### src/sysref_ctl_pkg.sv
// package for the sync reference pattern generator control block
// assumes one 250 mhz system clock and the register port of the serial control logic
package sysref_ctl_pkg;

	// --------------------------------------------------------------
	// register offsets
	// --------------------------------------------------------------
	localparam logic [15:0] OFS_KDIV_LO         = 16'h0400;
	localparam logic [15:0] OFS_KDIV_HI         = 16'h0401;
	localparam logic [15:0] OFS_SYNC_REF_CTRL   = 16'h0402;
	localparam logic [15:0] OFS_SYNC_REF_SRCPAT = 16'h0403;
	localparam logic [15:0] OFS_SYNC_REF_RX     = 16'h0404;

	// --------------------------------------------------------------
	// reset values
	// --------------------------------------------------------------
	localparam logic [7:0]  RST_CTRL   = 8'h04;
	localparam logic [7:0]  RST_SRCPAT = 8'h00;
	localparam logic [2:0]  RST_RX     = 3'h4;
	localparam logic [15:0] RST_KDIV   = 16'h0001;

	// --------------------------------------------------------------
	// field encodings
	// --------------------------------------------------------------
	localparam logic [1:0] TEST_LOW   = 2'h0;
	localparam logic [1:0] TEST_HIGH  = 2'h1;
	localparam logic [1:0] SRC_EXT    = 2'h0;
	localparam logic [1:0] SRC_EXT_RS = 2'h1;
	localparam logic [1:0] SRC_INT    = 2'h2;
	localparam logic [1:0] MODE_NSHOT = 2'h0;
	localparam logic [1:0] MODE_CONT  = 2'h1;
	localparam logic [1:0] MODE_STOP  = 2'h3;
	localparam logic [1:0] TRIG_RISE  = 2'h2;
	localparam logic [1:0] TRIG_FALL  = 2'h3;
	localparam int         RX_PD_BIT  = 2;
	localparam int         RX_NEG_BIT = 1;
	localparam int         RX_DIFF_BIT = 0;

	// synchroniser lanes
	localparam int SY_REQ  = 0;
	localparam int SY_EXT  = 1;
	localparam int SY_P2FB = 2;
	localparam int SY_P1   = 3;
	localparam int SY_DEV  = 4;
	localparam int SY_W    = 5;

	// control register, bit 7 down to bit 0
	typedef struct packed {
		logic       pin_method;
		logic [1:0] trig;
		logic       gen_clk_p1;
		logic       rs_clk_p1;
		logic [1:0] test;
		logic       reset;
	} ctrl_t;

	// source and pattern register, bit 7 down to bit 0
	typedef struct packed {
		logic [1:0] source;
		logic [1:0] mode;
		logic [2:0] nshot;
		logic       req;
	} srcpat_t;

endpackage

### src/sync3.sv
// three stage input synchroniser with agreement filter, one lane per bit
// assumes inputs are asynchronous to clk_sys
`timescale 1ns/1ps
`default_nettype none
module sync3 #(
	parameter int W = 1
) (
	input  wire logic         clk_sys,
	input  wire logic         rst,
	input  wire logic [W-1:0] async_in,
	output logic      [W-1:0] sync_out
);
	logic [W-1:0] s1_ff;
	logic [W-1:0] s2_ff;
	logic [W-1:0] s3_ff;
	logic [W-1:0] out_ff;
	logic [W-1:0] nxt_out;

	genvar i;
	generate
		for (i = 0; i < W; i++) begin : g_lane
			// a change is taken only once stages two and three agree
			always_comb begin
				nxt_out[i] = (s2_ff[i] == s3_ff[i]) ? s3_ff[i] : out_ff[i];
			end
		end
	endgenerate

	always_ff @(posedge clk_sys) begin
		if (rst) begin
			s1_ff  <= '0;
			s2_ff  <= '0;
			s3_ff  <= '0;
			out_ff <= '0;
		end else begin
			s1_ff  <= async_in;
			s2_ff  <= s1_ff;
			s3_ff  <= s2_ff;
			out_ff <= nxt_out;
		end
	end

	assign sync_out = out_ff;
endmodule
`default_nettype wire

### src/sysref_pattern_ctl.sv
// sync reference source select, pattern generator and receiver control
// assumes generator and resample clocks are far slower than clk_sys; they are sampled
`timescale 1ns/1ps
`default_nettype none

// What this block does
// - register bit or pin request, pin sensitivity select
// - generator clock: pll2 feedback or pll1
// - resample clock: device clock or pll1
// - test mode forces low, high, or passes the selected source
// - source: external, external resampled, internal generator
// - pattern mode: n-shot, continuous, stop
// - n-shot burst count, request bit self-clears
// - continuous runs until request bit cleared
// - receiver power-down control, zero enables both
// - single-ended polarity picks negative or positive
// - differential enable disables single-ended receivers
// - sixteen bit divider sets pulse width
module sysref_pattern_ctl (
	input  wire logic        clk_sys,
	input  wire logic        rst,
	input  wire logic [15:0] reg_addr,
	input  wire logic [7:0]  reg_wdata,
	input  wire logic        reg_wr,
	input  wire logic        reg_rd,
	output logic      [7:0]  reg_rdata,
	input  wire logic        sync_ref_receiver_pin,
	input  wire logic        req_pin,
	input  wire logic        pll2_fb_clk,
	input  wire logic        pll1_clk,
	input  wire logic        dev_clk,
	output logic             sysref_out,
	output logic             gen_busy,
	output logic             rx_pos_en,
	output logic             rx_neg_en,
	output logic             rx_diff_en
);
	typedef enum logic [1:0] {ST_IDLE, ST_HIGH, ST_LOW} gen_state_t;

	// --------------------------------------------------------------
	// input sampling
	// --------------------------------------------------------------
	logic [sysref_ctl_pkg::SY_W-1:0] sy;
	logic [sysref_ctl_pkg::SY_W-1:0] sy_prev_ff;

	sync3 #(.W(sysref_ctl_pkg::SY_W)) u_sync (
		.clk_sys  (clk_sys),
		.rst      (rst),
		.async_in ({dev_clk, pll1_clk, pll2_fb_clk, sync_ref_receiver_pin, req_pin}),
		.sync_out (sy)
	);

	// --------------------------------------------------------------
	// registers
	// --------------------------------------------------------------
	sysref_ctl_pkg::ctrl_t   ctrl_ff,   nxt_ctrl;
	sysref_ctl_pkg::srcpat_t srcpat_ff, nxt_srcpat;
	logic [2:0]              rx_ff,     nxt_rx;
	logic [15:0]             kdiv_ff,   nxt_kdiv;
	logic [7:0]              rdata_ff,  nxt_rdata;
	logic                    req_prev_ff;

	// --------------------------------------------------------------
	// generator state
	// --------------------------------------------------------------
	gen_state_t  state_ff,   nxt_state;
	logic [15:0] div_ff,     nxt_div;
	logic [3:0]  pulses_ff,  nxt_pulses;
	logic        rs_ff,      nxt_rs;
	logic        out_ff,     nxt_out;
	logic        pos_ff,     neg_ff, diff_ff;
	logic        nxt_pos,    nxt_neg, nxt_diff;
	logic        busy_ff;

	logic        gen_tick, rs_tick, pin_now, pin_was;
	logic        start, keep, boundary, last_pulse, nshot_done, mode_ok;
	logic [15:0] k_last;
	logic [3:0]  target;

	always_comb begin
		// selected clocks seen as rising edges of their sampled copies
		gen_tick = ctrl_ff.gen_clk_p1
			? (sy[sysref_ctl_pkg::SY_P1] & ~sy_prev_ff[sysref_ctl_pkg::SY_P1])
			: (sy[sysref_ctl_pkg::SY_P2FB] & ~sy_prev_ff[sysref_ctl_pkg::SY_P2FB]);
		rs_tick = ctrl_ff.rs_clk_p1
			? (sy[sysref_ctl_pkg::SY_P1] & ~sy_prev_ff[sysref_ctl_pkg::SY_P1])
			: (sy[sysref_ctl_pkg::SY_DEV] & ~sy_prev_ff[sysref_ctl_pkg::SY_DEV]);
		pin_now = sy[sysref_ctl_pkg::SY_REQ];
		pin_was = sy_prev_ff[sysref_ctl_pkg::SY_REQ];
		// a zero divider is treated as one so the pattern still toggles
		k_last = (kdiv_ff == 16'h0000) ? 16'h0000 : kdiv_ff - 16'h0001;
		unique case (srcpat_ff.nshot)
			3'h1:    target = 4'h1;
			3'h2:    target = 4'h2;
			3'h3:    target = 4'h4;
			3'h4:    target = 4'h6;
			3'h5:    target = 4'h8;
			default: target = 4'h1;
		endcase
		mode_ok = (srcpat_ff.mode == sysref_ctl_pkg::MODE_NSHOT)
			| (srcpat_ff.mode == sysref_ctl_pkg::MODE_CONT);
		if (!ctrl_ff.pin_method) begin
			start = srcpat_ff.req & ~req_prev_ff;
			keep  = srcpat_ff.req;
		end else if (ctrl_ff.trig == sysref_ctl_pkg::TRIG_RISE) begin
			start = pin_now & ~pin_was;
			keep  = 1'b1;
		end else if (ctrl_ff.trig == sysref_ctl_pkg::TRIG_FALL) begin
			start = ~pin_now & pin_was;
			keep  = 1'b1;
		end else begin
			start = pin_now;
			keep  = pin_now;
		end
		boundary   = (state_ff == ST_LOW) & gen_tick & (div_ff == k_last);
		last_pulse = (pulses_ff + 4'h1) == target;
		nshot_done = boundary & (srcpat_ff.mode == sysref_ctl_pkg::MODE_NSHOT) & last_pulse;
	end

	// --------------------------------------------------------------
	// register file
	// --------------------------------------------------------------
	always_comb begin
		nxt_ctrl   = ctrl_ff;
		nxt_srcpat = srcpat_ff;
		nxt_rx     = rx_ff;
		nxt_kdiv   = kdiv_ff;
		nxt_rdata  = 8'h00;
		// hardware clear first so a same-cycle write setting the bit wins
		if (nshot_done & ~ctrl_ff.pin_method)
			nxt_srcpat.req = 1'b0;
		if (reg_wr) begin
			unique case (reg_addr)
				sysref_ctl_pkg::OFS_KDIV_LO:         nxt_kdiv[7:0]  = reg_wdata;
				sysref_ctl_pkg::OFS_KDIV_HI:         nxt_kdiv[15:8] = reg_wdata;
				sysref_ctl_pkg::OFS_SYNC_REF_CTRL:   nxt_ctrl       = reg_wdata;
				sysref_ctl_pkg::OFS_SYNC_REF_SRCPAT: nxt_srcpat     = reg_wdata;
				sysref_ctl_pkg::OFS_SYNC_REF_RX:     nxt_rx         = reg_wdata[2:0];
				default: ;
			endcase
		end
		if (reg_rd) begin
			unique case (reg_addr)
				sysref_ctl_pkg::OFS_KDIV_LO:         nxt_rdata = kdiv_ff[7:0];
				sysref_ctl_pkg::OFS_KDIV_HI:         nxt_rdata = kdiv_ff[15:8];
				sysref_ctl_pkg::OFS_SYNC_REF_CTRL:   nxt_rdata = ctrl_ff;
				sysref_ctl_pkg::OFS_SYNC_REF_SRCPAT: nxt_rdata = srcpat_ff;
				sysref_ctl_pkg::OFS_SYNC_REF_RX:     nxt_rdata = {5'h00, rx_ff};
				default:                             nxt_rdata = 8'h00;
			endcase
		end
	end

	// --------------------------------------------------------------
	// pattern generator
	// --------------------------------------------------------------
	always_comb begin
		nxt_state  = state_ff;
		nxt_div    = div_ff;
		nxt_pulses = pulses_ff;
		if (ctrl_ff.reset) begin
			nxt_state  = ST_IDLE;
			nxt_div    = 16'h0000;
			nxt_pulses = 4'h0;
		end else begin
			unique case (state_ff)
				ST_IDLE: begin
					if (start & mode_ok) begin
						nxt_state  = ST_HIGH;
						nxt_div    = 16'h0000;
						nxt_pulses = 4'h0;
					end
				end
				ST_HIGH: begin
					if (gen_tick) begin
						nxt_div = div_ff + 16'h0001;
						if (div_ff == k_last) begin
							nxt_state = ST_LOW;
							nxt_div   = 16'h0000;
						end
					end
				end
				ST_LOW: begin
					if (gen_tick)
						nxt_div = div_ff + 16'h0001;
					if (boundary) begin
						nxt_div    = 16'h0000;
						nxt_pulses = pulses_ff + 4'h1;
						nxt_state  = ST_HIGH;
						// stop or invalid mode ends the burst here
						if (!mode_ok)
							nxt_state = ST_IDLE;
						else if (nshot_done)
							nxt_state = ST_IDLE;
						else if (srcpat_ff.mode == sysref_ctl_pkg::MODE_CONT && !keep)
							nxt_state = ST_IDLE;
					end
				end
				default: nxt_state = ST_IDLE;
			endcase
		end
	end

	// --------------------------------------------------------------
	// output path and receivers
	// --------------------------------------------------------------
	always_comb begin
		logic path;
		path   = 1'b0;
		nxt_rs = rs_tick ? sy[sysref_ctl_pkg::SY_EXT] : rs_ff;
		unique case (srcpat_ff.source)
			sysref_ctl_pkg::SRC_EXT:    path = sy[sysref_ctl_pkg::SY_EXT];
			sysref_ctl_pkg::SRC_EXT_RS: path = rs_ff;
			sysref_ctl_pkg::SRC_INT:    path = (state_ff == ST_HIGH);
			default:                    path = 1'b0;
		endcase
		if (ctrl_ff.test == sysref_ctl_pkg::TEST_LOW)
			nxt_out = 1'b0;
		else if (ctrl_ff.test == sysref_ctl_pkg::TEST_HIGH)
			nxt_out = 1'b1;
		else
			nxt_out = path;
		nxt_diff = rx_ff[sysref_ctl_pkg::RX_DIFF_BIT];
		nxt_pos  = ~nxt_diff & (~rx_ff[sysref_ctl_pkg::RX_PD_BIT]
			| ~rx_ff[sysref_ctl_pkg::RX_NEG_BIT]);
		nxt_neg  = ~nxt_diff & (~rx_ff[sysref_ctl_pkg::RX_PD_BIT]
			| rx_ff[sysref_ctl_pkg::RX_NEG_BIT]);
	end

	always_ff @(posedge clk_sys) begin
		if (rst) begin
			ctrl_ff     <= sysref_ctl_pkg::RST_CTRL;
			srcpat_ff   <= sysref_ctl_pkg::RST_SRCPAT;
			rx_ff       <= sysref_ctl_pkg::RST_RX;
			kdiv_ff     <= sysref_ctl_pkg::RST_KDIV;
			rdata_ff    <= 8'h00;
			req_prev_ff <= 1'b0;
			sy_prev_ff  <= '0;
			state_ff    <= ST_IDLE;
			div_ff      <= 16'h0000;
			pulses_ff   <= 4'h0;
			rs_ff       <= 1'b0;
			out_ff      <= 1'b0;
			pos_ff      <= 1'b0;
			neg_ff      <= 1'b0;
			diff_ff     <= 1'b0;
			busy_ff     <= 1'b0;
		end else begin
			ctrl_ff     <= nxt_ctrl;
			srcpat_ff   <= nxt_srcpat;
			rx_ff       <= nxt_rx;
			kdiv_ff     <= nxt_kdiv;
			rdata_ff    <= nxt_rdata;
			req_prev_ff <= srcpat_ff.req;
			sy_prev_ff  <= sy;
			state_ff    <= nxt_state;
			div_ff      <= nxt_div;
			pulses_ff   <= nxt_pulses;
			rs_ff       <= nxt_rs;
			out_ff      <= nxt_out;
			pos_ff      <= nxt_pos;
			neg_ff      <= nxt_neg;
			diff_ff     <= nxt_diff;
			busy_ff     <= (nxt_state != ST_IDLE);
		end
	end

	assign reg_rdata  = rdata_ff;
	assign sysref_out = out_ff;
	assign rx_pos_en  = pos_ff;
	assign rx_neg_en  = neg_ff;
	assign rx_diff_en = diff_ff;
	assign gen_busy   = busy_ff;

	// --------------------------------------------------------------
	// assertions
	// --------------------------------------------------------------
	reset_idle_a: assert property (@(posedge clk_sys) disable iff (rst)
		ctrl_ff.reset |=> (state_ff == ST_IDLE) && (pulses_ff == 4'h0))
		else $error("generator not idle under reset bit");
	test_low_a: assert property (@(posedge clk_sys) disable iff (rst)
		(ctrl_ff.test == sysref_ctl_pkg::TEST_LOW) |=> !sysref_out)
		else $error("test low mode drove output high");
	test_high_a: assert property (@(posedge clk_sys) disable iff (rst)
		(ctrl_ff.test == sysref_ctl_pkg::TEST_HIGH) |=> sysref_out)
		else $error("test high mode drove output low");
	spi_start_a: assert property (@(posedge clk_sys) disable iff (rst)
		(state_ff == ST_IDLE) && !ctrl_ff.reset && !ctrl_ff.pin_method && mode_ok
		&& srcpat_ff.req && !req_prev_ff |=> (state_ff == ST_HIGH))
		else $error("register request did not start the pattern");
	pin_fall_a: assert property (@(posedge clk_sys) disable iff (rst)
		(state_ff == ST_IDLE) && !ctrl_ff.reset && ctrl_ff.pin_method && mode_ok
		&& (ctrl_ff.trig == sysref_ctl_pkg::TRIG_FALL) && !pin_now && pin_was
		|=> (state_ff == ST_HIGH))
		else $error("falling pin edge did not start the pattern");
	nshot_clear_a: assert property (@(posedge clk_sys) disable iff (rst)
		nshot_done && !ctrl_ff.reset && !ctrl_ff.pin_method && !reg_wr
		|=> !srcpat_ff.req && (state_ff == ST_IDLE))
		else $error("n-shot burst end did not clear request");
	cont_stop_a: assert property (@(posedge clk_sys) disable iff (rst)
		boundary && !ctrl_ff.reset && !ctrl_ff.pin_method && !srcpat_ff.req
		&& (srcpat_ff.mode == sysref_ctl_pkg::MODE_CONT) |=> (state_ff == ST_IDLE))
		else $error("continuous pattern ran on after request cleared");
	stop_mode_a: assert property (@(posedge clk_sys) disable iff (rst)
		boundary && !ctrl_ff.reset && (srcpat_ff.mode == sysref_ctl_pkg::MODE_STOP)
		|=> (state_ff == ST_IDLE) ##1 (state_ff == ST_IDLE))
		else $error("stop mode did not end the burst");
	high_width_a: assert property (@(posedge clk_sys) disable iff (rst)
		(state_ff == ST_HIGH) && gen_tick && (div_ff == k_last) && !ctrl_ff.reset
		|=> (state_ff == ST_LOW) && (div_ff == 16'h0000))
		else $error("high phase length differs from divider");
	diff_rx_a: assert property (@(posedge clk_sys) disable iff (rst)
		rx_ff[sysref_ctl_pkg::RX_DIFF_BIT] |=> rx_diff_en && !rx_pos_en && !rx_neg_en)
		else $error("differential mode left a single-ended receiver on");
	pol_sel_a: assert property (@(posedge clk_sys) disable iff (rst)
		(rx_ff == 3'h6) |=> rx_neg_en && !rx_pos_en)
		else $error("negative receiver not selected");
	pd_off_a: assert property (@(posedge clk_sys) disable iff (rst)
		(rx_ff == 3'h0) |=> rx_neg_en && rx_pos_en)
		else $error("power-down control off did not enable both receivers");
endmodule
`default_nettype wire

### config.mk
export PLATFORM = sky130hd
export DESIGN_NAME = sysref_pattern_ctl
export DESIGN_NICKNAME = d
export VERILOG_FILES = /design/src/sysref_ctl_pkg.sv /design/src/sync3.sv /design/src/sysref_pattern_ctl.sv
export SDC_FILE = /design/constraint.sdc
export NUM_CORES = 1
export LEC_CHECK = 0
export ABC_AREA = 1
export BUFFER_PORTS_ARGS = -buffer_cell sky130_fd_sc_hd__buf_2
export CAP_MARGIN = 20
export CORE_ASPECT_RATIO = 1.2
export CORE_MARGIN = 4
export CORE_UTILIZATION = 59
export CTS_BUF_LIST = sky130_fd_sc_hd__clkbuf_8 sky130_fd_sc_hd__clkbuf_16
export DETAILED_ROUTE_END_ITERATION = 6
export PLACE_DENSITY = 0.79
export SYNTH_ARGS = -nofsm -noshare
export SYNTH_HDL_FRONTEND = slang
export SYNTH_HIERARCHICAL = 1
export SYNTH_SLANG_ARGS = --single-unit
export TNS_END_PERCENT = 1
### constraint.sdc
create_clock -name clk_sys -period 4.6 [get_ports clk_sys]
set_input_delay 1.38 -clock clk_sys [delete_from_list [all_inputs] [get_ports clk_sys]]
set_output_delay 1.38 -clock clk_sys [all_outputs]
set_load 0.01 [all_outputs]
# ---- Yosys cells after proc, flatten, opt, wreduce, memory -nomap -nowiden
# Index checks and enable logic that the tools add are counted.
# W data, S select, Z words.
dict set report word_totals {
  regBits 97
  input_bits 33
  out_inout_bits 13
  word_cells 146
}
dict set report op_classes {
  add_sub_neg 3
  n_eq_ne 28
  mux 34
  bitwise_logic 28
  reduce_logical 20
}
# op count
set ops {}
lappend ops {{$mux W16} 6}
lappend ops {{$eq A16 B11 Y1 const B} 5}
lappend ops {{$pmux W16 S3} 1}
lappend ops {{$pmux W8 S5} 1}
lappend ops {{$add A16 B1 Y16 const B} 1}
lappend ops {{$eq A16 B16 Y1} 1}
lappend ops {{$logic_not A16 Y1} 1}
lappend ops {{$pmux W4 S4} 1}
lappend ops {{$sub A16 B1 Y16 const B} 1}
lappend ops {{$mux W1} 15}
lappend ops {{$and A1 B1 Y1} 14}
lappend ops {{$not A1 Y1} 11}
lappend ops {{$mux W2} 5}
lappend ops {{$reduce_and A2 Y1} 5}
lappend ops {{$eq A2 B1 Y1 const B} 4}
lappend ops {{$eq A2 B2 Y1 const B} 4}
lappend ops {{$logic_not A2 Y1} 4}
lappend ops {{$mux W4} 2}
lappend ops {{$pmux W4 S2} 1}
lappend ops {{$eq A3 B2 Y1 const B} 2}
lappend ops {{$eq A3 B3 Y1 const B} 2}
lappend ops {{$ne A2 B2 Y1 const B} 3}
lappend ops {{$pmux W2 S3} 1}
lappend ops {{$reduce_or A2 Y1} 3}
lappend ops {{other kinds (12)} 19}

# ---- Depth between registers and ports, before layout
# Gate-level depths: netlist of run 1.
dict set report depth {
  word_depth 13
  depth_mapped 19
  mapped_depth_nobuf 19
}

# ---- Cells and area by module
# The synthesis of run 1 kept the hierarchy.
# module n_inst cells_each area_per_inst_um2 seq_area_each_um2
set by_module_without_submodules {}
lappend by_module_without_submodules {sysref_pattern_ctl 1 683 4489.3 1521.5}
lappend by_module_without_submodules {sync3 1 68 608.1 400.4}

# ---- Worst setup path before layout of run 1
# No wires, ideal clock.
dict set report synth_timing {
  path_type {input -> register}
  start {in reg_addr[9]}
  end {reg kdiv_ff[12]}
  setup_time_ps 135
  arrival_ps 2761
  t_required_ps 4465
  path_slack_ps 1704
  cell_stages 10
  path_buffers 0
  cell_sequence {nor4_1 > nand2_1 > nor2_1 > nand2_1 > nor2_1 > nand2_1 > nor2_4 > clkinv_1 > nor2_1 > a211oi_1}
}
dict set report synth_via {
  elab_chain_len 2
}
# element line
set synth_rtl {}
lappend synth_rtl {{start, declared} sysref_pattern_ctl.sv:22} ;# input wire logic [15:0] reg_addr,
lappend synth_rtl {{$eq A16 B11 Y1} sysref_pattern_ctl.sv:133} ;# unique case (reg_addr)
lappend synth_rtl {{$reduce_and A2 Y1 (no line)} n/a}
lappend synth_rtl {{end signal, assigned} sysref_pattern_ctl.sv:235} ;# kdiv_ff <= sysref_ctl_pkg::RST_KDIV;
lappend synth_rtl {{end signal, assigned} sysref_pattern_ctl.sv:252} ;# kdiv_ff <= nxt_kdiv;
lappend synth_rtl {{end, declared} sysref_pattern_ctl.sv:59} ;# logic [15:0] kdiv_ff, nxt_kdiv;
# No other way between the ends.
# A chain may end at the register's enable or synchronous reset.

# ---- Final worst setup path of run 1
dict set report layout_timing {
  start {reg kdiv_ff[0]}
  end {reg div_ff[5]}
}
dict set report layout_via {
  elab_chain_len 6
  elab_cells_between_ends 11
  classes_between {add/sub (1); eq/ne (2); mux (5); bitwise (1); reduce/logical (2)}
}
# element line
set layout_rtl {}
lappend layout_rtl {{$sub A16 B1 Y16 or $logic_not A16 Y1 (tied branches)} sysref_pattern_ctl.sv:91} ;# k_last = (kdiv_ff == 16'h0000) ? 16'h0000 : kdiv_ff - 16'h0001;
lappend layout_rtl {{$mux W16 *} sysref_pattern_ctl.sv:91}
lappend layout_rtl {{$eq A16 B16 Y1 *} {sysref_pattern_ctl.sv:115, sysref_pattern_ctl.sv:177}}
lappend layout_rtl {{$and A1 B1 Y1 or $mux W16 (tied branches)} {sysref_pattern_ctl.sv:115, sysref_pattern_ctl.sv:177}}
lappend layout_rtl {{$ne A3 B3 Y1 (no line) (tied with other cells)} n/a}
lappend layout_rtl {{$reduce_and A4 Y1 (no line) or $pmux W16 S3 (tied branches)} n/a}
lappend layout_rtl {{end signal, assigned} sysref_pattern_ctl.sv:257} ;# div_ff <= nxt_div;
lappend layout_rtl {{end, declared} sysref_pattern_ctl.sv:67} ;# logic [15:0] div_ff, nxt_div;
# Mark *: on every way between the ends. The rest lies on a longest branch, timed or not. The select of a mux whose other input is x is not followed.

==> results of run 1 <==
## synth_stat cells, types with 7 or more instances
cell,n
dfxtp_1,96
clkbuf_1,9
nand3_1,58
inv_1,100
xor2_1,12
o22ai_1,12
o21ai_0,39
a21oi_1,53
a211oi_1,14
nor3_1,7
nor2_1,111
nand2_1,145
ha_1,7
nand4_1,19
nand3_2,8
## path summary, 6_finish.rpt
check        slack (ns)  depth (start not counted)                         end
max                1.51                         14      div_ff[5]$_SDFFE_PP0P_
min                0.41                          2  u_sync/s2_ff[0]$_SDFF_PP0_
max reg2reg        1.51                         14      div_ff[5]$_SDFFE_PP0P_
min reg2reg        0.41                          2  u_sync/s2_ff[0]$_SDFF_PP0_
## sequential cells by signal (all words and copies together) (netlist names), 3 cells and up
register,cells
reg_rdata,8
u_sync/sync_out,5
div_ff,16
pulses_ff,4
sy_prev_ff,4
srcpat_ff,8
u_sync/s3_ff,5
rx_ff,3
ctrl_ff,8
u_sync/s2_ff,5
kdiv_ff,16
u_sync/s1_ff,5
## through the flow
| step | worst slack [ns] | cell area [um^2] | total power, mW |
|---|---|---|---|
| floorplan | 1.70 | 5100 | 0.880 |
| global placement | 1.39 | 5370 | 0.904 |
| detailed placement | 1.20 | 5370 | 0.906 |
| CTS | 1.56 | 5580 | 1.46 |
| global route | 1.30 | 5580 | 1.51 |
| finish | 1.51 | 5580 | 1.45 |
## power breakdown
part           switching (mW)  internal [mW]
clock network           0.345          0.219
logic                  0.0320         0.0163
registers             0.00246          0.837
## cells by family after synthesis
family / Yosys count / synth area share
buf+inv: 121 / 0.0977
flops: 96 / 0.377
simple gates: 378 / 0.335
xor+xnor: 15 / 0.0258
fa+ha+maj: 7 / 0.0172
compound gates: 134 / 0.147
## per-layer routing
metal	wire [um]	track usage	vias up
li1	-	-	2544
met1	5490	0.323	2298
met2	7020	0.518	154
met3	676	0.0520	43
met4	638	0.165	0
met5	0	0	-
## critical path: stages, from the launching register on
cell and delay (ns):
dfxtp_1 0.33, inv_1 0.17, ha_1 0.26, nand2_1 0.15
nor2_1 0.16, nand2_2 0.35, nand3_1 0.32, xor2_1 0.33
nand2_1 0.11, nor2_2 0.16, nand4_1 0.15, nand2_2 0.14
nand2_4 0.15, nand3_1 0.11, a21oi_1 0.07
## cell type report
class	instances	area (um^2)
clock buffer	9	124
clock inverter	7	82.6
fill	786	2710
inverter	104	390
multi-input combinational	534	2680
sequential	96	1920
tap	114	143
timing repair buffer	46	233
==> impl_metrics.env, run 1 <==
export IMPL_final_common_cell="nand2_1"
export IMPL_antenna_found_initial=0
export IMPL_gp_congestion=0.954
export IMPL_ys_types=37
export IMPL_final_cell_mix="nand2_1 (145), nor2_1 (111), inv_1 (100)"
export IMPL_whs_ns=0.411
export IMPL_status="complete, no violations"
export IMPL_die_w_um=92.9
export IMPL_grt_pass1_wl_um=23200
export IMPL_period_minus_slack_ns=3.09
export IMPL_synth_edf_count=0
export IMPL_grt_pass1_vias=4949
export IMPL_rows=36
export IMPL_hold_start="u_sync/s1_ff[0]$_SDFF_PP0_"
export IMPL_tns_ns=0
export IMPL_clock_sinks=96
export IMPL_fin_nets=831
export IMPL_first_pass_iters=5
export IMPL_synth_warnings=6
export IMPL_dpl_cell_count=894
export IMPL_worst_hold_path_type="reg2reg"
export IMPL_fin_worst_skew_ns=0.00639
export IMPL_final_util=0.673
export IMPL_drv_cap=0
export IMPL_die_h_um=110
export IMPL_crit_start="kdiv_ff[0]$_SDFFE_PP1P_"
export IMPL_crit_fanout=31
export IMPL_required_ns=4.87
export IMPL_peakVddDrop_v=0.000258
export IMPL_syn_area_per_cell_um2=6.79
export IMPL_drc=0
export IMPL_cts_resized=0
export IMPL_arrival_ns=3.36
export IMPL_cts_made_buffers=9
export IMPL_postCtsSetupRepairBufs=0
export IMPL_synthCells=751
export IMPL_grtUsageTotal=0.290
export IMPL_synthesis_nets=791
export IMPL_fmax_ghz=0.324
export IMPL_rsz0062_at_grt="false"
export IMPL_p_per_area_nw_per_um2=260
export IMPL_hold_violations=0
export IMPL_n_antenna_cell=0
export IMPL_htreeDepth=3
export IMPL_synth_top_cell_by_area="dfxtp_1"
export IMPL_fin_cells=910
export IMPL_grt_ovfl_total=0
export IMPL_clockBufferDepth=2
export IMPL_dieArea_um2=10200
export IMPL_drv_slew=0
export IMPL_dpl_hpwl_um=10900
export IMPL_drive_gt1_frac=0.113
export IMPL_synth_top_cell_area_share=0.377
export IMPL_io_pins=46
export IMPL_yosysSeqAreaShare=0.377
export IMPL_drtIter0Drc=363
export IMPL_worst_slew_pin_slew_ns=0.949
export IMPL_vias=5039
export IMPL_tritoncts="done"
export IMPL_routed_wl_um=13800
export IMPL_synth_area_leaders="dfxtp_1 (38%), nand2_1 (11%), nor2_1 (8.2%)"
export IMPL_coreArea_um2=8290
export IMPL_clk_transition_reported_paths_ns=0.11
export IMPL_drtAntennaViolNets=0
export IMPL_synthFlopType="dfxtp_1"
export IMPL_wl_per_cell_um=15.2
export IMPL_reg2reg_from="kdiv_ff[0]$_SDFFE_PP1P_"
export IMPL_critPathCaptureType="register"
export IMPL_clock_insertion_delay_worst_skew_ns=0.38
export IMPL_start_util=0.615
export IMPL_period_share=0.672
export IMPL_syn_to_final_growth_pct=9.38
export IMPL_io_buffers=45
export IMPL_critPathKind="reg2reg"
export IMPL_synthArstFlopShare=0
export IMPL_cts_root_buffer="clkbuf_8"
export IMPL_p_leak_nw=2.39
export IMPL_grt_max_degree=40
export IMPL_via_per_inst=5.54
export IMPL_startpoint_type="register"
export IMPL_ys_ff_latch=96
export IMPL_ctsHoldBuffers=0
export IMPL_slew_headroom=0.367
export IMPL_netlist_area_um2=5100
export IMPL_setup_viol=0
Note: power is estimated with default switching activity, not from simulation.
==> run 2: changes to the inputs <==
Settings changed: ABC_AREA 1 to 0.
Clock period 4.6 ns to 3.02 ns, I/O delays scaled along.
==> impl_metrics.env, run 2 <==
export IMPL_start_util=0.617
export IMPL_io_pins=46
export IMPL_critPathCaptureType="register"
export IMPL_final_cell_mix="dfxtp_1 (96), nor2_1 (57), buf_2 (45)"
export IMPL_yosys_top_cells_count="dfxtp_1 (96), nor2_1 (57), nand2_1 (43)"
export IMPL_drc=0
export IMPL_clockBufferDepth=2
export IMPL_die_h_um=110
export IMPL_fin_worst_skew_ns=0.00959
export IMPL_routed_wl_um=12900
export IMPL_rsz0062_at_grt="true"
export IMPL_top_usage_layer="met2"
export IMPL_netlist_area_um2=5080
export IMPL_largestRegisters="div_ff x16, kdiv_ff x16"
export IMPL_coreArea_um2=8240
export IMPL_clk_transition_reported_paths_ns=0.10
export IMPL_grt_pass1_vias=4360
export IMPL_crit_chain="buf_4, or4_4, or4_4, a21o_1, a22oi_2, and4b_1, and4_4, nor3_4, buf_12, a21o_1, a22o_1"
export IMPL_grt_max_degree=48
export IMPL_grtUsageMet3=0.0438
export IMPL_startpoint_type="register"
export IMPL_dieArea_um2=10200
export IMPL_cts_made_buffers=9
export IMPL_gp_congestion=0.938
export IMPL_synth_top_cell_area_share=0.378
export IMPL_n_antenna_cell=0
export IMPL_fin_cells=729
export IMPL_period_minus_slack_ns=3.01
export IMPL_synthCells=549
export IMPL_peakVddDrop_v=0.000392
export IMPL_drtAntennaViolNets=0
export IMPL_wl_per_cell_um=17.7
export IMPL_hold_violations=0
export IMPL_crit_buf_inv=2
export IMPL_finalInstanceArea_um2=5860
export IMPL_met2_usage=0.472
export IMPL_dpl_cell_count=711
export IMPL_status="complete, no violations"
export IMPL_grt_util_met1=0.292
export IMPL_grt_pass1_wl_um=20800
export IMPL_die_w_um=92.7
export IMPL_r2r_slack_ns=0.01
export IMPL_period_share=0.996
export IMPL_synth_most_common_cell="dfxtp_1"
export IMPL_synthFlopType="dfxtp_1"
export IMPL_place_area_um2=5560
export IMPL_nFillCells=654
export IMPL_p_per_area_nw_per_um2=388
export IMPL_synthesis_nets=589
export IMPL_drv_cap=0
export IMPL_tritoncts="done"
export IMPL_synthArstFlopShare=0
export IMPL_via_per_inst=6.11
export IMPL_htreeDepth=3
export IMPL_ys_types=76
export IMPL_worst_hold_path_type="reg2reg"
export IMPL_clock_sinks=96
export IMPL_slew_headroom=0.643
export IMPL_cts_root_buffer="clkbuf_8"
export IMPL_antenna_found_initial=0
export IMPL_io_buffers=45
export IMPL_cp_slowest_cell="or4_4"
export IMPL_drtIter0Drc=246
export IMPL_crit_fanout=13
export IMPL_final_util=0.711
export IMPL_drive_gt1_frac=0.267
export IMPL_setup_viol=0
export IMPL_syn_to_final_growth_pct=15.2
export IMPL_worst_slew_pin_slew_ns=0.535
export IMPL_fmax_ghz=0.332
export IMPL_required_ns=3.29
export IMPL_critPathKind="reg2reg"
export IMPL_vias=4452
export IMPL_power_total_mw=2.27
export IMPL_yosysSeqAreaShare=0.378
export IMPL_first_pass_iters=5
export IMPL_grtUsageTotal=0.260
export IMPL_fin_nets=650
export IMPL_grt_ovfl_total=0
export IMPL_rows=36
export IMPL_dpl_hpwl_um=9510
export IMPL_syn_area_per_cell_um2=9.26
export IMPL_clock_insertion_delay_worst_skew_ns=0.37
export IMPL_synth_area_leaders="dfxtp_1 (38%), mux2i_1 (7.7%), nor2_1 (4.2%)"
export IMPL_ys_ff_latch=96
export IMPL_ctsHoldBuffers=0
export IMPL_p_leak_nw=2.26
export IMPL_final_common_cell="dfxtp_1"
export IMPL_synth_top_cell_by_area="dfxtp_1"
export IMPL_drv_slew=0
export IMPL_arrival_ns=3.28
export IMPL_synth_edf_count=0
export IMPL_tns_ns=0
export IMPL_cp_top_family="simple AND/OR/NAND/NOR gates"
export IMPL_synth_warnings=6
export IMPL_slowest_delay_ns=0.57
run 2: cell types whose count changed after synthesis, moves of 9 or more:
| cell | before | now |
|---|---|---|
| nor2b_2 | 0 | 15 |
| a21oi_1 | 53 | 16 |
| nand4_1 | 19 | 8 |
| o22ai_1 | 12 | 1 |
| nand2_1 | 145 | 43 |
| or3_1 | 0 | 12 |
| a211oi_1 | 14 | 5 |
| mux2i_1 | 0 | 39 |
| nand3_1 | 58 | 19 |
| o21ai_0 | 39 | 14 |
| nor2_1 | 111 | 57 |
| inv_1 | 100 | 13 |
| nor2b_1 | 0 | 16 |
run 2: final timing paths:
| check | to | depth (start not counted) | start |
|---|---|---|---|
| setup / recovery | div_ff[4]$_SDFFE_PP0P_ | 11 | kdiv_ff[0]$_SDFFE_PP1P_ |
| hold / removal | u_sync/s2_ff[4]$_SDFF_PP0_ | 1 | u_sync/s1_ff[4]$_SDFF_PP0_ |
| setup reg to reg | div_ff[4]$_SDFFE_PP0P_ | 11 | kdiv_ff[0]$_SDFFE_PP1P_ |
| hold reg to reg | u_sync/s2_ff[4]$_SDFF_PP0_ | 1 | u_sync/s1_ff[4]$_SDFF_PP0_ |
run 2: logic make-up after synthesis:
group	share of synthesized area
XOR/XNOR	0.0268
adder cells (fa/ha/maj)	0.0172
AND/OR/NAND/NOR	0.266
multiplexers	0.119
flip-flops	0.378
buffers and inverters	0.0411
AO/OA/AOI/OAI	0.152
run 2: power breakdown:
group | internal, mW | switching, mW
combinational | 0.0352 | 0.0492
clock | 0.419 | 0.490
sequential | 1.27 | 0.00321
total | 1.73 | 0.543
run 2: per-stage QoR:
step | hold WS, ns | setup WS (ns)
floorplan | 0.415 | 0.0546
global route | 0.485 | -0.119
detailed placement | 0.428 | 0.0136
CTS | 0.458 | -0.00191
finish | 0.450 | 0.0109
global placement | 0.423 | 0.101
run 2: layout make-up:
class                   instances  area (um^2)  area share
multi-input cells             409         3010       0.515
repair buffers                 81          520      0.0889
flip-flops and latches         96         1920       0.328
clock buffers                  10          138      0.0235
clock inverters                 6         72.6      0.0124
inverters                      13         48.8     0.00833
well taps                     114          143      0.0243
run 2: per-layer routing:
layer / vias up / part of all wire
met2: 118 / 0.51
met4: 0 / 0.041
met1: 2171 / 0.41
met3: 43 / 0.037
met5: - / 0
li1: 2120 / -
run 2: timing repair:
item	CTS	global route
gates resized for setup	0	12
buffers inserted	0	2
setup endpoints to repair	1	23
pin swaps	0	6
cloned	0	0
endpoints found under the hold margin	0	0
==> run 3: changes to the inputs <==
Settings changed: SYNTH_HIERARCHICAL 1 to not set.
==> impl_metrics.env, run 3 <==
export IMPL_synth_most_common_cell="dfxtp_1"
export IMPL_status="complete, no violations"
export IMPL_hold_depth=1
export IMPL_die_h_um=110
export IMPL_startpoint_type="register"
export IMPL_fin_worst_skew_ns=0.0136
export IMPL_multiInputGateArea_um2=3130
export IMPL_clk_transition_reported_paths_ns=0.11
export IMPL_cts_root_buffer="clkbuf_8"
export IMPL_place_ws_ns=-0.0980
export IMPL_cp_slowest_cell="or4_4"
export IMPL_synth_top_cell_by_area="dfxtp_1"
export IMPL_syn_area_per_cell_um2=8.48
export IMPL_clock_insertion_delay_worst_skew_ns=0.38
export IMPL_power_total_mw=2.30
export IMPL_drv_cap=0
export IMPL_arrival_ns=3.28
export IMPL_wl_per_cell_um=17.5
export IMPL_p_leak_nw=2.30
export IMPL_slew_headroom=0.577
export IMPL_grt_pass1_vias=4742
export IMPL_ys_ff_latch=96
export IMPL_drc=0
export IMPL_io_pins=46
export IMPL_slowest_delay_ns=0.57
export IMPL_synthesis_nets=647
export IMPL_rsz0062_at_grt="true"
export IMPL_yosysSeqAreaShare=0.373
export IMPL_worst_hold_path_type="reg2reg"
export IMPL_drtAntennaViolNets=0
export IMPL_ys_types=72
export IMPL_crit_fanout=23
export IMPL_synthArstFlopShare=0
export IMPL_cp_top_family="simple AND/OR/NAND/NOR gates"
export IMPL_grt_max_degree=66
export IMPL_critPathKind="reg2reg"
export IMPL_n_antenna_cell=0
export IMPL_cts_made_buffers=9
export IMPL_clockBufferDepth=2
export IMPL_setup_ws_ns=0.00372
export IMPL_final_common_cell="dfxtp_1"
export IMPL_tns_ns=0
export IMPL_critPathCaptureType="register"
export IMPL_setup_viol=0
export IMPL_grtUsageTotal=0.278
export IMPL_vias=4939
export IMPL_drv_slew=0
export IMPL_synthFlopType="dfxtp_1"
export IMPL_nFillCells=681
export IMPL_via_per_inst=6.20
export IMPL_first_pass_iters=4
export IMPL_dpl_hpwl_um=10300
export IMPL_drive_gt1_frac=0.225
export IMPL_r2r_slack_ns=0.004
export IMPL_period_minus_slack_ns=3.02
export IMPL_crit_buf_inv=1
export IMPL_finalInstanceArea_um2=6090
export IMPL_die_w_um=93.3
export IMPL_worst_slew_pin_slew_ns=0.634
export IMPL_routed_wl_um=13900
export IMPL_largestRegisters="div_ff x16, kdiv_ff x16"
export IMPL_clock_sinks=96
export IMPL_gp_congestion=0.940
export IMPL_hold_start="u_sync.s1_ff[2]$_SDFF_PP0_"
export IMPL_hold_violations=0
export IMPL_fin_nets=714
export IMPL_synthCells=607
export IMPL_period_share=0.999
export IMPL_final_cell_mix="dfxtp_1 (92), nand2_1 (86), buf_4 (48)"
export IMPL_p_per_area_nw_per_um2=378
export IMPL_r2r_end="div_ff[4]$_SDFFE_PP0P_"
export IMPL_whs_ns=0.449
export IMPL_crit_chain="or4_4, o41ai_4, o22ai_1, nor4_1, o2111ai_1, nand4b_4, nor2_4, buf_12, o41ai_1, a22o_1"
export IMPL_ctsHoldBuffers=0
export IMPL_syn_to_final_growth_pct=18.3
export IMPL_synth_area_leaders="dfxtp_1 (37%), nand2_1 (6.3%), a21oi_1 (4.1%)"
export IMPL_grt_pass1_wl_um=22500
export IMPL_fmax_ghz=0.332
export IMPL_drtIter0Drc=304
export IMPL_synth_top_cell_area_share=0.373
export IMPL_seq_area_um2=1930
export IMPL_peakVddDrop_v=0.000395
export IMPL_place_area_um2=5720
export IMPL_synth_edf_count=0
export IMPL_antenna_found_initial=0
export IMPL_start_util=0.601
export IMPL_netlist_area_um2=5150
export IMPL_reg2reg_depth=10
export IMPL_reg2reg_from="kdiv_ff[1]$_SDFFE_PP0P_"
export IMPL_coreArea_um2=8560
export IMPL_hold_end="u_sync.s2_ff[2]$_SDFF_PP0_"
export IMPL_io_buffers=45
export IMPL_grt_ovfl_total=0
export IMPL_htreeDepth=3
export IMPL_yosys_top_cells_count="dfxtp_1 (96), nand2_1 (86), a21oi_1 (42)"
export IMPL_required_ns=3.29
export IMPL_dieArea_um2=10300
export IMPL_cp_num_cells=10
export IMPL_tritoncts="done"
export IMPL_synth_warnings=0
export IMPL_rows=37
## run 3: where the power goes
group	switching (mW)	internal (mW)
clock	0.529	0.415
sequential	0.00317	1.27
combinational	0.0509	0.0306
## run 3: what timing repair did
action                     CTS  global route
setup endpoints to repair   16            24
pin swaps                    0            12
cloned                       0             0
resized for setup            5            22
setup buffers                0             3
## run 3: area by class of cell
cell class,instances,area share
flip-flops and latches,96,0.317
repair buffers,94,0.0994
well taps,117,0.0240
clock buffers,9,0.0203
multi-input cells,461,0.514
clock inverters,7,0.0185
inverters,12,0.00739
## run 3: how the worst max path moves through the flow
stage | startpoint | to | slack (ns)
detailed placement | kdiv_ff[0]$_SDFFE_PP1P_ | div_ff[4]$_SDFFE_PP0P_ | -0.1
floorplan | kdiv_ff[0]$_SDFFE_PP1P_ | gen_busy$_SDFF_PP0_ | 0.15
global placement | kdiv_ff[0]$_SDFFE_PP1P_ | gen_busy$_SDFF_PP0_ | 0.09
finish | kdiv_ff[1]$_SDFFE_PP0P_ | div_ff[4]$_SDFFE_PP0P_ | 0.004
CTS | kdiv_ff[4]$_SDFFE_PP0P_ | state_ff[0]$_SDFF_PP0_ | 0.002
global route | kdiv_ff[1]$_SDFFE_PP0P_ | pulses_ff[2]$_SDFFE_PP0P_ | -0.12
## run 3: worst reg2reg max path, stage by stage (launching register included)
cell and delay, ns:
dfxtp_4 0.38, or4_4 0.57, o41ai_4 0.40, o22ai_1 0.14
nor4_1 0.32, o2111ai_1 0.18, nand4b_4 0.26, nor2_4 0.17
buf_12 0.17, o41ai_1 0.10, a22o_1 0.22
## run 3: routing by layer
layer,share of wire,global-route usage,vias up
met4,0.045,0.142,0
met3,0.067,0.0530,51
met1,0.38,0.317,2349
met5,0,0,-
li1,-,-,2340
met2,0.51,0.496,199
## run 3: cell families (layout without fill, tap and decap cells)
group | Yosys count | count (layout) | synth area share
AOI/OAI and AO/OA | 133 | 133 | 0.170
and+or+nand+nor | 279 | 279 | 0.298
muxes | 25 | 25 | 0.0685
buffers and inverters | 50 | 122 | 0.0389
DFF | 96 | 96 | 0.373
adders and majority gates | 7 | 7 | 0.0170
xor gates and xnor gates | 17 | 17 | 0.0343
## run 3: stage by stage
stage,cells,utilization
2_1_floorplan,607,-
3_5_place_dp,777,0.668
6_report,796,0.712
3_3_place_gp,777,0.668
4_1_cts,793,0.699
5_1_grt,796,0.712
